**src/bbse_defines.vh**
```
// Opcode, flag position and cycle-count constants for the exec unit.
// Assumes nothing; included by both design files.
`ifndef BBSE_DEFINES_VH
`define BBSE_DEFINES_VH
`define BBSE_OP_NOP 4'h0
`define BBSE_OP_BR_VCLR 4'h1
`define BBSE_OP_BR_ISET 4'h2
`define BBSE_OP_BR_ICLR 4'h3
`define BBSE_OP_IOSET 4'h4
`define BBSE_OP_IOCLR 4'h5
`define BBSE_OP_SHL 4'h6
`define BBSE_OP_SHR 4'h7
`define BBSE_OP_RCL 4'h8
`define BBSE_OP_RCR 4'h9
`define BBSE_OP_SAR 4'ha
`define BBSE_OP_SWAP 4'hb
`define BBSE_OP_FSET 4'hc
`define BBSE_OP_FCLR 4'hd
`define BBSE_OP_BST 4'he
`define BBSE_FLAG_C 0
`define BBSE_FLAG_Z 1
`define BBSE_FLAG_N 2
`define BBSE_FLAG_V 3
`define BBSE_FLAG_S 4
`define BBSE_FLAG_H 5
`define BBSE_FLAG_T 6
`define BBSE_FLAG_I 7
`define BBSE_FLAG_C0 0
`define BBSE_STAT_RST 8'h00
`define BBSE_PC_RST 16'h0000
`define BBSE_CYC_BR_TAKEN 2'h2
`define BBSE_CYC_IO 2'h2
`endif

```
**src/bbse_shift.v**
```verilog
// Combinational shift, rotate and swap unit with status flag results.
// Assumes an 8-bit operand, old status byte, and opcode from the top.
`timescale 1ns/1ns
`include "bbse_defines.vh"
module bbse_shift (
    input wire [3:0] op_i,       // Operation code
    input wire [7:0] rd_i,       // Operand value
    input wire [7:0] stat_i,     // Current status byte
    output reg [7:0] res_o,      // Result value
    output reg [7:0] stat_o      // Updated status byte
);
    reg c;
    reg n;
    always @* begin
        res_o = rd_i;
        c = stat_i[`BBSE_FLAG_C0];
        case (op_i)
            `BBSE_OP_SHL: begin
                res_o = {rd_i[6:0], 1'b0};
                c = rd_i[7];
            end
            `BBSE_OP_SHR: begin
                res_o = {1'b0, rd_i[7:1]};
                c = rd_i[0];
            end
            `BBSE_OP_RCL: begin
                res_o = {rd_i[6:0], stat_i[`BBSE_FLAG_C0]};
                c = rd_i[7];
            end
            `BBSE_OP_RCR: begin
                res_o = {stat_i[`BBSE_FLAG_C0], rd_i[7:1]};
                c = rd_i[0];
            end
            `BBSE_OP_SAR: begin
                res_o = {rd_i[7], rd_i[7:1]};
                c = rd_i[0];
            end
            `BBSE_OP_SWAP: begin
                res_o = {rd_i[3:0], rd_i[7:4]};
            end
            default: begin
                res_o = rd_i;
            end
        endcase
        n = res_o[7];
        stat_o = stat_i;
        if (op_i != `BBSE_OP_SWAP) begin
            stat_o[`BBSE_FLAG_C0] = c;
            stat_o[`BBSE_FLAG_Z] = (res_o == 8'h00);
            stat_o[`BBSE_FLAG_N] = n;
            stat_o[`BBSE_FLAG_V] = n ^ c;
            stat_o[`BBSE_FLAG_S] = n ^ (n ^ c);
        end
    end
endmodule

```
**src/bbse_exec.v**
```verilog
// Execute stage for relative branches, I/O bit ops, shifts and flags.
// Assumes decode holds the op steady while BUSY_O is high and offers the
// next op only when BUSY_O is low; I/O data is read-modify-written.
// What this block does
// - Branch if overflow clear, 1/2 cycles
// - Branch if interrupt flag set, 1/2 cycles
// - Branch if interrupt flag clear, flags unchanged
// - Set I/O bit, others kept, 2 cycles
// - Clear I/O bit, others kept, 2 cycles
// - Logical shift left, update Z C N V
// - Logical shift right, update Z C N V
// - Rotate left through carry, update flags
// - Rotate right through carry, update flags
// - Arithmetic shift right keeps bit 7
// - Set or clear selected status bit
// - Copy register bit into transfer flag
`timescale 1ns/1ns
`include "bbse_defines.vh"
module bbse_exec (
    input wire CORE_CLK_I,        // Core clock, 125 MHz
    input wire RST_I,             // Synchronous reset, active high
    input wire OP_VALID_I,        // Op offered by decode
    input wire [3:0] OP_I,        // Operation code
    input wire [15:0] PC_I,       // Address of next instruction (PC+1 base)
    input wire [6:0] K_I,         // Signed branch offset k
    input wire [7:0] RD_I,        // Register operand value
    input wire [2:0] BIT_I,       // Bit select b or s
    input wire [4:0] IO_ADDR_I,   // I/O register address P
    input wire [7:0] IO_RDATA_I,  // I/O register read data
    output reg BUSY_O,            // Unit holds the current op
    output reg DONE_O,            // Op finished, one-cycle pulse
    output reg PC_LOAD_O,         // Branch taken, one-cycle pulse
    output reg [15:0] PC_O,       // Branch target
    output reg RD_WE_O,           // Register write, one-cycle pulse
    output reg [7:0] RD_O,        // Register result
    output reg IO_RE_O,           // I/O read strobe
    output reg IO_WE_O,           // I/O write strobe
    output reg [4:0] IO_ADDR_O,   // I/O address
    output reg [7:0] IO_WDATA_O,  // I/O write data
    output reg [7:0] STATUS_REGISTER_O       // Status register
);
    localparam ST_IDLE = 2'h0;
    localparam ST_BR2 = 2'h1;
    localparam ST_IO2 = 2'h2;

    reg [1:0] state_q;
    reg [1:0] state_d;
    reg [7:0] status_register_q;
    reg [7:0] status_register_d;
    reg [15:0] tgt_q;
    reg [15:0] tgt_d;
    reg set_q;
    reg set_d;
    reg [2:0] bit_q;
    reg [2:0] bit_d;
    reg taken;
    wire [7:0] sh_res;
    wire [7:0] sh_status_register;

    function [7:0] onehot;
        input [2:0] b;
        begin
            onehot = 8'h01 << b;
        end
    endfunction

    bbse_shift u_shift (
        .op_i(OP_I),
        .rd_i(RD_I),
        .stat_i(status_register_q),
        .res_o(sh_res),
        .stat_o(sh_status_register)
    );

    always @* begin
        state_d = state_q;
        status_register_d = status_register_q;
        tgt_d = tgt_q;
        set_d = set_q;
        bit_d = bit_q;
        taken = 1'b0;
        case (state_q)
            ST_IDLE: begin
                if (OP_VALID_I) begin
                    case (OP_I)
                        `BBSE_OP_BR_VCLR:
                            taken = ~status_register_q[`BBSE_FLAG_V];
                        `BBSE_OP_BR_ISET:
                            taken = status_register_q[`BBSE_FLAG_I];
                        `BBSE_OP_BR_ICLR:
                            taken = ~status_register_q[`BBSE_FLAG_I];
                        `BBSE_OP_IOSET, `BBSE_OP_IOCLR: begin
                            state_d = ST_IO2;
                            set_d = (OP_I == `BBSE_OP_IOSET);
                            bit_d = BIT_I;
                        end
                        `BBSE_OP_SHL, `BBSE_OP_SHR, `BBSE_OP_RCL,
                        `BBSE_OP_RCR, `BBSE_OP_SAR, `BBSE_OP_SWAP:
                            status_register_d = sh_status_register;
                        `BBSE_OP_FSET:
                            status_register_d = status_register_q | onehot(BIT_I);
                        `BBSE_OP_FCLR:
                            status_register_d = status_register_q & ~onehot(BIT_I);
                        `BBSE_OP_BST:
                            status_register_d[`BBSE_FLAG_T] = RD_I[BIT_I];
                        default: begin
                            status_register_d = status_register_q;
                        end
                    endcase
                    if (taken) begin
                        state_d = ST_BR2;
                        tgt_d = PC_I + {{9{K_I[6]}}, K_I};
                    end
                end
            end
            ST_BR2: state_d = ST_IDLE;
            ST_IO2: state_d = ST_IDLE;
            default: state_d = ST_IDLE;
        endcase
    end

    always @(posedge CORE_CLK_I) begin
        if (RST_I) begin
            state_q <= ST_IDLE;
            status_register_q <= `BBSE_STAT_RST;
            tgt_q <= `BBSE_PC_RST;
            set_q <= 1'b0;
            bit_q <= 3'h0;
            BUSY_O <= 1'b0;
            DONE_O <= 1'b0;
            PC_LOAD_O <= 1'b0;
            PC_O <= `BBSE_PC_RST;
            RD_WE_O <= 1'b0;
            RD_O <= 8'h00;
            IO_RE_O <= 1'b0;
            IO_WE_O <= 1'b0;
            IO_ADDR_O <= 5'h00;
            IO_WDATA_O <= 8'h00;
            STATUS_REGISTER_O <= `BBSE_STAT_RST;
        end else begin
            state_q <= state_d;
            status_register_q <= status_register_d;
            tgt_q <= tgt_d;
            set_q <= set_d;
            bit_q <= bit_d;
            STATUS_REGISTER_O <= status_register_d;
            BUSY_O <= (state_d != ST_IDLE);
            RD_WE_O <= 1'b0;
            PC_LOAD_O <= 1'b0;
            IO_WE_O <= 1'b0;
            IO_RE_O <= 1'b0;
            DONE_O <= 1'b0;
            if (state_q == ST_IDLE && OP_VALID_I) begin
                DONE_O <= (state_d == ST_IDLE);
                if (OP_I >= `BBSE_OP_SHL && OP_I <= `BBSE_OP_SWAP) begin
                    RD_WE_O <= 1'b1;
                    RD_O <= sh_res;
                end
                if (state_d == ST_IO2) begin
                    IO_RE_O <= 1'b1;
                    IO_ADDR_O <= IO_ADDR_I;
                end
            end
            if (state_q == ST_BR2) begin
                PC_LOAD_O <= 1'b1;
                PC_O <= tgt_q;
                DONE_O <= 1'b1;
            end
            if (state_q == ST_IO2) begin
                IO_WE_O <= 1'b1;
                DONE_O <= 1'b1;
                if (set_q)
                    IO_WDATA_O <= IO_RDATA_I | onehot(bit_q);
                else
                    IO_WDATA_O <= IO_RDATA_I & ~onehot(bit_q);
            end
        end
    end
endmodule

```
**config.mk**
```make
export PLATFORM = sky130hd
export DESIGN_NAME = bbse_exec
export DESIGN_NICKNAME = d
export VERILOG_FILES = /design/src/bbse_shift.v /design/src/bbse_exec.v
export VERILOG_INCLUDE_DIRS = /design/src
export SDC_FILE = /design/constraint.sdc
export NUM_CORES = 1
export LEC_CHECK = 0
export ABC_CLOCK_PERIOD_IN_PS = 6400
export CORE_MARGIN = 8
export CORE_UTILIZATION = 50
export DETAILED_ROUTE_END_ITERATION = 10
export DONT_BUFFER_PORTS = 1
export GPL_TIMING_DRIVEN = 0
export PLACE_DENSITY_LB_ADDON = 0.05
export SKIP_LAST_GASP = 1
export SLEW_MARGIN = 20
export SYNTH_ARGS = -nofsm -noshare
export SYNTH_HDL_FRONTEND = slang
export SYNTH_SLANG_ARGS = --single-unit
```
**constraint.sdc**
```tcl
create_clock -name CORE_CLK_I -period 6.4 [get_ports CORE_CLK_I]
set_input_delay 0.96 -clock CORE_CLK_I [delete_from_list [all_inputs] [get_ports CORE_CLK_I]]
set_output_delay 0.96 -clock CORE_CLK_I [all_outputs]
set_load 0.05 [all_outputs]
```
==> impl_metrics.py, run 1 <==
metrics = {
    "final_layout": {
        "final_cells": 653,
        "layout-drive-gt1-share_pct": 5.66,
        "nets": 613,
        "diodes": 0,
        "syn_to_final_growth_pct": 8.34,
        "finalInstanceArea_um2": 4530,
    },
    "detailed_routing": {
        "vias_per_cell": 5.96,
        "wire_per_inst_um": 18.4,
        "num_vias": 3891,
        "drt_pass1_iterations": 4,
        "drtIter0Drc": 234,
        "ant_nets": 0,
        "wirelength_um": 12000,
        "route.detailed.drc": 0,
    },
    "critical_path": {
        "worst_path_max_delay_cell": "a2111oi_0",
        "crit_required_ns": 6.67,
        "crit_chain": "buf_6, inv_1, o22ai_1, a2111oi_0, o21bai_1, nand4_1, a21oi_1",
        "cp_max_fo": 10,
        "r2r_cells": 7,
        "cp-end-kind": "flop",
        "cpLargestDelayFamily": "compound AO/OA/AOI/OAI gates",
        "slowest_delay_ns": 0.88,
        "critPathKind": "in -> reg",
        "cp-startpoint": "OP_I[0]",
        "cp.depth": 7,
        "worstSetupStartpointType": "primary input",
        "critPathBufInv": 2,
        "cp.arrival_ns": 3.08,
    },
    "logic_synthesis": {
        "synth.most_common_cell": "nand2_1",
        "synthAdderAreaFrac_pct": 4.96,
        "yosysTopAreaCell": "dfxtp_1",
        "muxShareOfSynthArea_pct": 4.52,
        "synth_area_leaders": "dfxtp_1 (35%), nand2_1 (7.4%), a21oi_1 (7.1%), nor2_1 (4.6%), ha_1 (4.5%)",
        "synth_edf_count": 0,
        "ys_async_sr_fraction_pct": 0,
        "yosys.area_share.xor_xnor_pct": 1.88,
        "netlist_instances": 532,
        "synth-simple-area-share_pct": 23.3,
        "avgSynthCellArea_um2": 7.86,
        "synth_compound_area_share_pct": 25.7,
        "synth.ff_latch_count": 73,
        "ys_types": 65,
        "synth.top_cell.area_share_pct": 34.9,
        "synth_top_family_by_area": "compound AO/OA/AOI/OAI gates",
        "yosys_warnings": 0,
        "ys.flop_type": "dfxtp_1",
        "yosys-top-cells-count": "nand2_1 (83), dfxtp_1 (73), a21oi_1 (59)",
        "synth_area_um2": 4180,
        "yosysSeqAreaShare_pct": 34.9,
        "syn-num-nets": 602,
    },
    "pwr": {
        "ir_worst_vdd_mv": 0.0997,
        "p_per_area_nw_per_um2": 237,
        "p_leak_nw": 1.62,
    },
    "grt": {
        "grt_pass1_wl_um": 19000,
        "first_global_vias": 3664,
        "grt.overflow.total": 0,
        "grt_usage_pct": 20.3,
        "grt_antenna_before_repair": 0,
        "grt_max_degree": 14,
    },
    "placed_design": {
        "gp_congestion": 0.890,
        "hpwl_um": 9150,
        "place_area_um2": 4320,
        "placed_cells": 637,
        "numPortBuffers": 0,
    },
    "cts": {
        "cts_resized": 0,
        "ctsHoldBuffers": 0,
        "cts_tree": "done",
        "clkSlewWorstSetupHoldPaths_ns": 0.08,
        "clock-sinks": 73,
        "htreeDepth": 3,
        "numCtsBuffers": 9,
        "cts-root-buf": "clkbuf_8",
        "cts_setup_buffers": 0,
        "clk_latency_ns": 0.35,
        "clockBufferDepth": 2,
    },
    "sta": {
        "fin_crit_sh_pct": 43.8,
        "skew_ns": 0.00981,
        "rsz0062_at_grt": "no",
        "clock.fmax_mhz": 357,
        "tightest_slew_ns": 0.926,
        "fin_setup_tns_ns": 0,
        "relSlewSlack_pct": 37.4,
        "hold_viol": 0,
        "min_period_ns": 2.81,
        "slew_violations": 0,
        "finalSetupViolations": 0,
    },
    "outcome": {
        "status": "complete, no violations",
    },
    "floorplanning": {
        "die_w_um": 107,
        "initial_core_util_pct": 51.2,
        "die-area_um2": 11600,
        "fp.dieH_um": 107,
        "coreArea_um2": 8180,
        "num_rows": 33,
        "pin_count": 105,
    },
    "flow_run": {
        "cap_violations": 0,
    },
    "min_path": {
        "hold_class": "reg -> reg",
        "min_path_cells": 2,
        "hold_start": "tgt_q[14]",
    },
}
-- tightest hold or removal path, delay by kind of cell, from the launching register on --
family,cells,cell delay (ns)
flops,1,0.31
simple gates,1,0.05
compound gates,1,0.05
-- cell families after synthesis --
logic type / count (synthesis)
compound gates: 165
simple gates: 205
flops: 73
fa+ha+maj: 16
mux: 16
xor+xnor: 9
buf+inv: 48
-- per-layer routing --
layer	share of wire [%]	GRT usage (%)	up-vias
met5	0	0	-
met4	1.2	5.55	0
met3	7.7	6.47	13
met2	49	35.6	123
met1	42	23.1	1803
li1	-	-	1952
-- per-stage QoR --
step           util (%)  hold slack (ns)  power [mW]  setup slack [ns]
6_report           55.4            0.449        1.07              3.59
5_1_grt            55.4            0.467        1.12              3.44
4_1_cts            55.4            0.454        1.08              3.62
3_5_place_dp       52.8            0.443       0.681              3.28
3_3_place_gp       52.8            0.438       0.679              3.24
2_1_floorplan         -            0.427       0.644              3.51
-- final timing paths --
path	end	slack (ns)
max	status_register_q[1]	3.59
min	PC_O[14]	0.45
max reg2reg	tgt_q[3]	4.20
min reg2reg	PC_O[14]	0.45
-- registers in the layout, indices dropped and copies added, names as in the netlist, 2 cells and up, named ones only --
register           flops
status_register_q      7
RD_O                   8
IO_ADDR_O              5
PC_O                  16
bit_q                  3
IO_WDATA_O             8
tgt_q                 16
state_q                2
-- report_power, final --
part           switching, mW  internal [mW]  leakage (nW)
Sequential            0.0385          0.466         0.592
Combinational          0.100         0.0679         0.925
Clock                  0.179          0.221         0.107
-- cells in the final DEF (no fill, tap or decap), drive strengths merged, types with 11 or more instances in the layout --
master  Yosys  layout
a211oi     24      24
a21oi      59      59
clkbuf     29      39
dfxtp      73      73
ha         15      15
inv        11      12
mux2i      11      11
nand2      83      83
nor2       51      51
nor3       11      11
o21ai      21      21
-- layout make-up --
class | instances | area [µm²]
Inverter | 11 | 41.3
Tap cell | 105 | 131
Clock buffer | 10 | 128
Sequential cell | 73 | 1460
Buffer | 37 | 155
Multi-Input combinational cell | 411 | 2530
Fill cell | 822 | 3640
Clock inverter | 6 | 90.1
No activity file was read; power rests on OpenSTA's default activity.
==> run 2, diff against run 1 <==
Settings changed: ABC_AREA set to 1, ABC_CLOCK_PERIOD_IN_PS 6400 to 2400.
Clock period 6.4 ns to 2.4 ns, I/O delays scaled along.
==> run 2 against run 1 <==
Register-to-register slack got worse by 3.7 ns. Synthesized area fell by 2.2%. Clock skew fell by 0.00083 ns. Routed wire length fell by 5.2%. Clock power rose by 110%. First-iteration DRC count fell by 21%. Die area fell by 1.9%. Flip-flop and latch count did not move. Sequential share of layout area rose by 1.0 points. Power rose by 150%. Global-route usage fell by 0.15 points. Cell area fell by 3.1%. Critical path type is now reg -> reg. Largest cell class unchanged. Highest routed layer unchanged.
==> impl_metrics.py, run 2 <==
metrics = {
    "outcome": {
        "status": "complete, no violations",
    },
    "final_layout": {
        "nets": 683,
        "layout-drive-gt1-share_pct": 6.96,
        "final_common_cell": "nand2_1",
        "final_cells": 723,
        "finalInstanceArea_um2": 4390,
        "diodes": 0,
        "top_regs": "PC_O x16, tgt_q x16",
        "mostFrequentLayoutCells": "nand2_1 (104), nor2_1 (90), dfxtp_1 (73)",
        "syn_to_final_growth_pct": 7.37,
    },
    "sta": {
        "hold_viol": 0,
        "clock.fmax_mhz": 533,
        "tightest_slew_ns": 0.679,
        "finalSetupViolations": 0,
        "min_period_ns": 1.88,
        "fin_crit_sh_pct": 78.2,
        "skew_ns": 0.00898,
        "slew_violations": 0,
        "rsz0062_at_grt": "no",
        "fin_setup_tns_ns": 0,
        "hold_slack_ns": 0.182,
        "relSlewSlack_pct": 54.6,
    },
    "logic_synthesis": {
        "avgSynthCellArea_um2": 6.79,
        "synth_area_um2": 4090,
        "yosysSeqAreaShare_pct": 35.7,
        "synth.ff_latch_count": 73,
        "ys.flop_type": "dfxtp_1",
        "synth.top_cell.area_share_pct": 35.7,
        "yosys-top-cells-count": "nand2_1 (104), nor2_1 (90), dfxtp_1 (73)",
        "ys_types": 39,
        "synth.most_common_cell": "nand2_1",
        "yosysTopAreaCell": "dfxtp_1",
        "yosys_warnings": 0,
        "synth_area_leaders": "dfxtp_1 (36%), nand2_1 (9.5%), o21ai_0 (8.6%), nor2_1 (8.3%), a21oi_1 (7.5%)",
        "ys_async_sr_fraction_pct": 0,
        "netlist_instances": 602,
        "synth_edf_count": 0,
        "syn-num-nets": 672,
    },
    "cts": {
        "clkSlewWorstSetupHoldPaths_ns": 0.08,
        "numCtsBuffers": 9,
        "cts_setup_buffers": 0,
        "cts_tree": "done",
        "ctsHoldBuffers": 0,
        "cts_resized": 0,
        "clockBufferDepth": 2,
        "clk_latency_ns": 0.34,
        "cts-root-buf": "clkbuf_8",
        "htreeDepth": 3,
        "clock-sinks": 73,
    },
    "placed_design": {
        "placed_cells": 707,
        "hpwl_um": 9030,
        "numPortBuffers": 0,
        "place_area_um2": 4220,
        "gp_congestion": 0.885,
    },
    "critical_path": {
        "crit_required_ns": 2.65,
        "critPathKind": "reg -> reg",
        "cp-end-kind": "flop",
        "cp_max_fo": 10,
        "r2r_slack_ns": 0.52,
        "worstSetupStartpointType": "flop",
        "cp.arrival_ns": 2.12,
        "r2r_cells": 10,
    },
    "detailed_routing": {
        "wire_per_inst_um": 15.8,
        "drtIter0Drc": 185,
        "num_vias": 3918,
        "drt_pass1_iterations": 5,
        "ant_nets": 0,
        "vias_per_cell": 5.42,
        "wirelength_um": 11400,
        "route.detailed.drc": 0,
    },
    "floorplanning": {
        "coreArea_um2": 8090,
        "die-area_um2": 11300,
        "fp.dieH_um": 106,
        "initial_core_util_pct": 50.5,
        "die_w_um": 106,
        "pin_count": 105,
        "num_rows": 33,
    },
    "grt": {
        "grt_antenna_before_repair": 0,
        "grt_pass1_wl_um": 18600,
        "grt_usage_pct": 20.1,
        "first_global_vias": 3854,
        "grt_max_degree": 14,
        "grt.overflow.total": 0,
    },
    "min_path": {
        "min_path_cells": 2,
        "hold_class": "in -> reg",
    },
    "pwr": {
        "p_per_area_nw_per_um2": 607,
        "power_mw": 2.67,
        "p_leak_nw": 1.91,
        "ir_worst_vdd_mv": 0.234,
    },
    "flow_run": {
        "cap_violations": 0,
    },
}
## run 2: cell type report
class	count	area, µm²
Clock buffer	10	128
Sequential cell	73	1460
Inverter	65	244
Fill cell	849	3700
Tap cell	105	131
Buffer	17	88.8
Multi-Input combinational cell	447	2300
Clock inverter	6	42.5
## run 2: cell families (layout without fill, tap and decap cells)
kind of cell / after synthesis / in the layout / share of synthesized area (%)
buffers and inverters: 82 / 98 / 8.14
adder cells (fa/ha/maj): 16 / 16 / 5.08
XOR/XNOR: 10 / 10 / 2.14
AO/OA/AOI/OAI: 167 / 167 / 22.6
flip-flops: 73 / 73 / 35.7
AND/OR/NAND/NOR: 254 / 254 / 26.3
## run 2: per-stage QoR
step                      util [%]  setup WS [ns]
after floorplan                  -          0.468
after global placement        52.2          0.204
after detailed placement      52.2          0.204
after CTS                     54.3          0.556
after global routing          54.3          0.331
final                         54.3          0.523
## run 2: final timing paths
path	startpoint	end
hold reg to reg	tgt_q[12]	PC_O[12]
hold / removal	IO_ADDR_I[1]	IO_ADDR_O[1]
setup / recovery	flop	tgt_q[12]
setup reg to reg	flop	tgt_q[12]
## run 2: per-layer routing
metal | vias up | wire length [µm] | share of wire (%) | global-route usage [%]
li1 | 2032 | - | - | -
met1 | 1769 | 4730 | 41 | 22.3
met2 | 103 | 5790 | 51 | 37.0
met3 | 14 | 721 | 6.3 | 4.84
met4 | 0 | 159 | 1.4 | 6.23
met5 | - | 0 | 0 | 0
## run 2: worst max-delay path, stage by stage (launching register included)
cell	delay, ns
dfxtp_1	0.66
inv_1	0.18
nand2_1	0.10
o21ai_1	0.06
o21ai_1	0.07
nand3_1	0.14
buf_2	0.24
a21oi_2	0.11
o21ai_0	0.11
nand2_1	0.07
inv_1	0.03
## run 2: power breakdown
group	leakage (nW)	switching (mW)	internal, mW
sequential	0.592	0.132	1.25
combinational	1.24	0.283	0.154
clock	0.0827	0.471	0.377
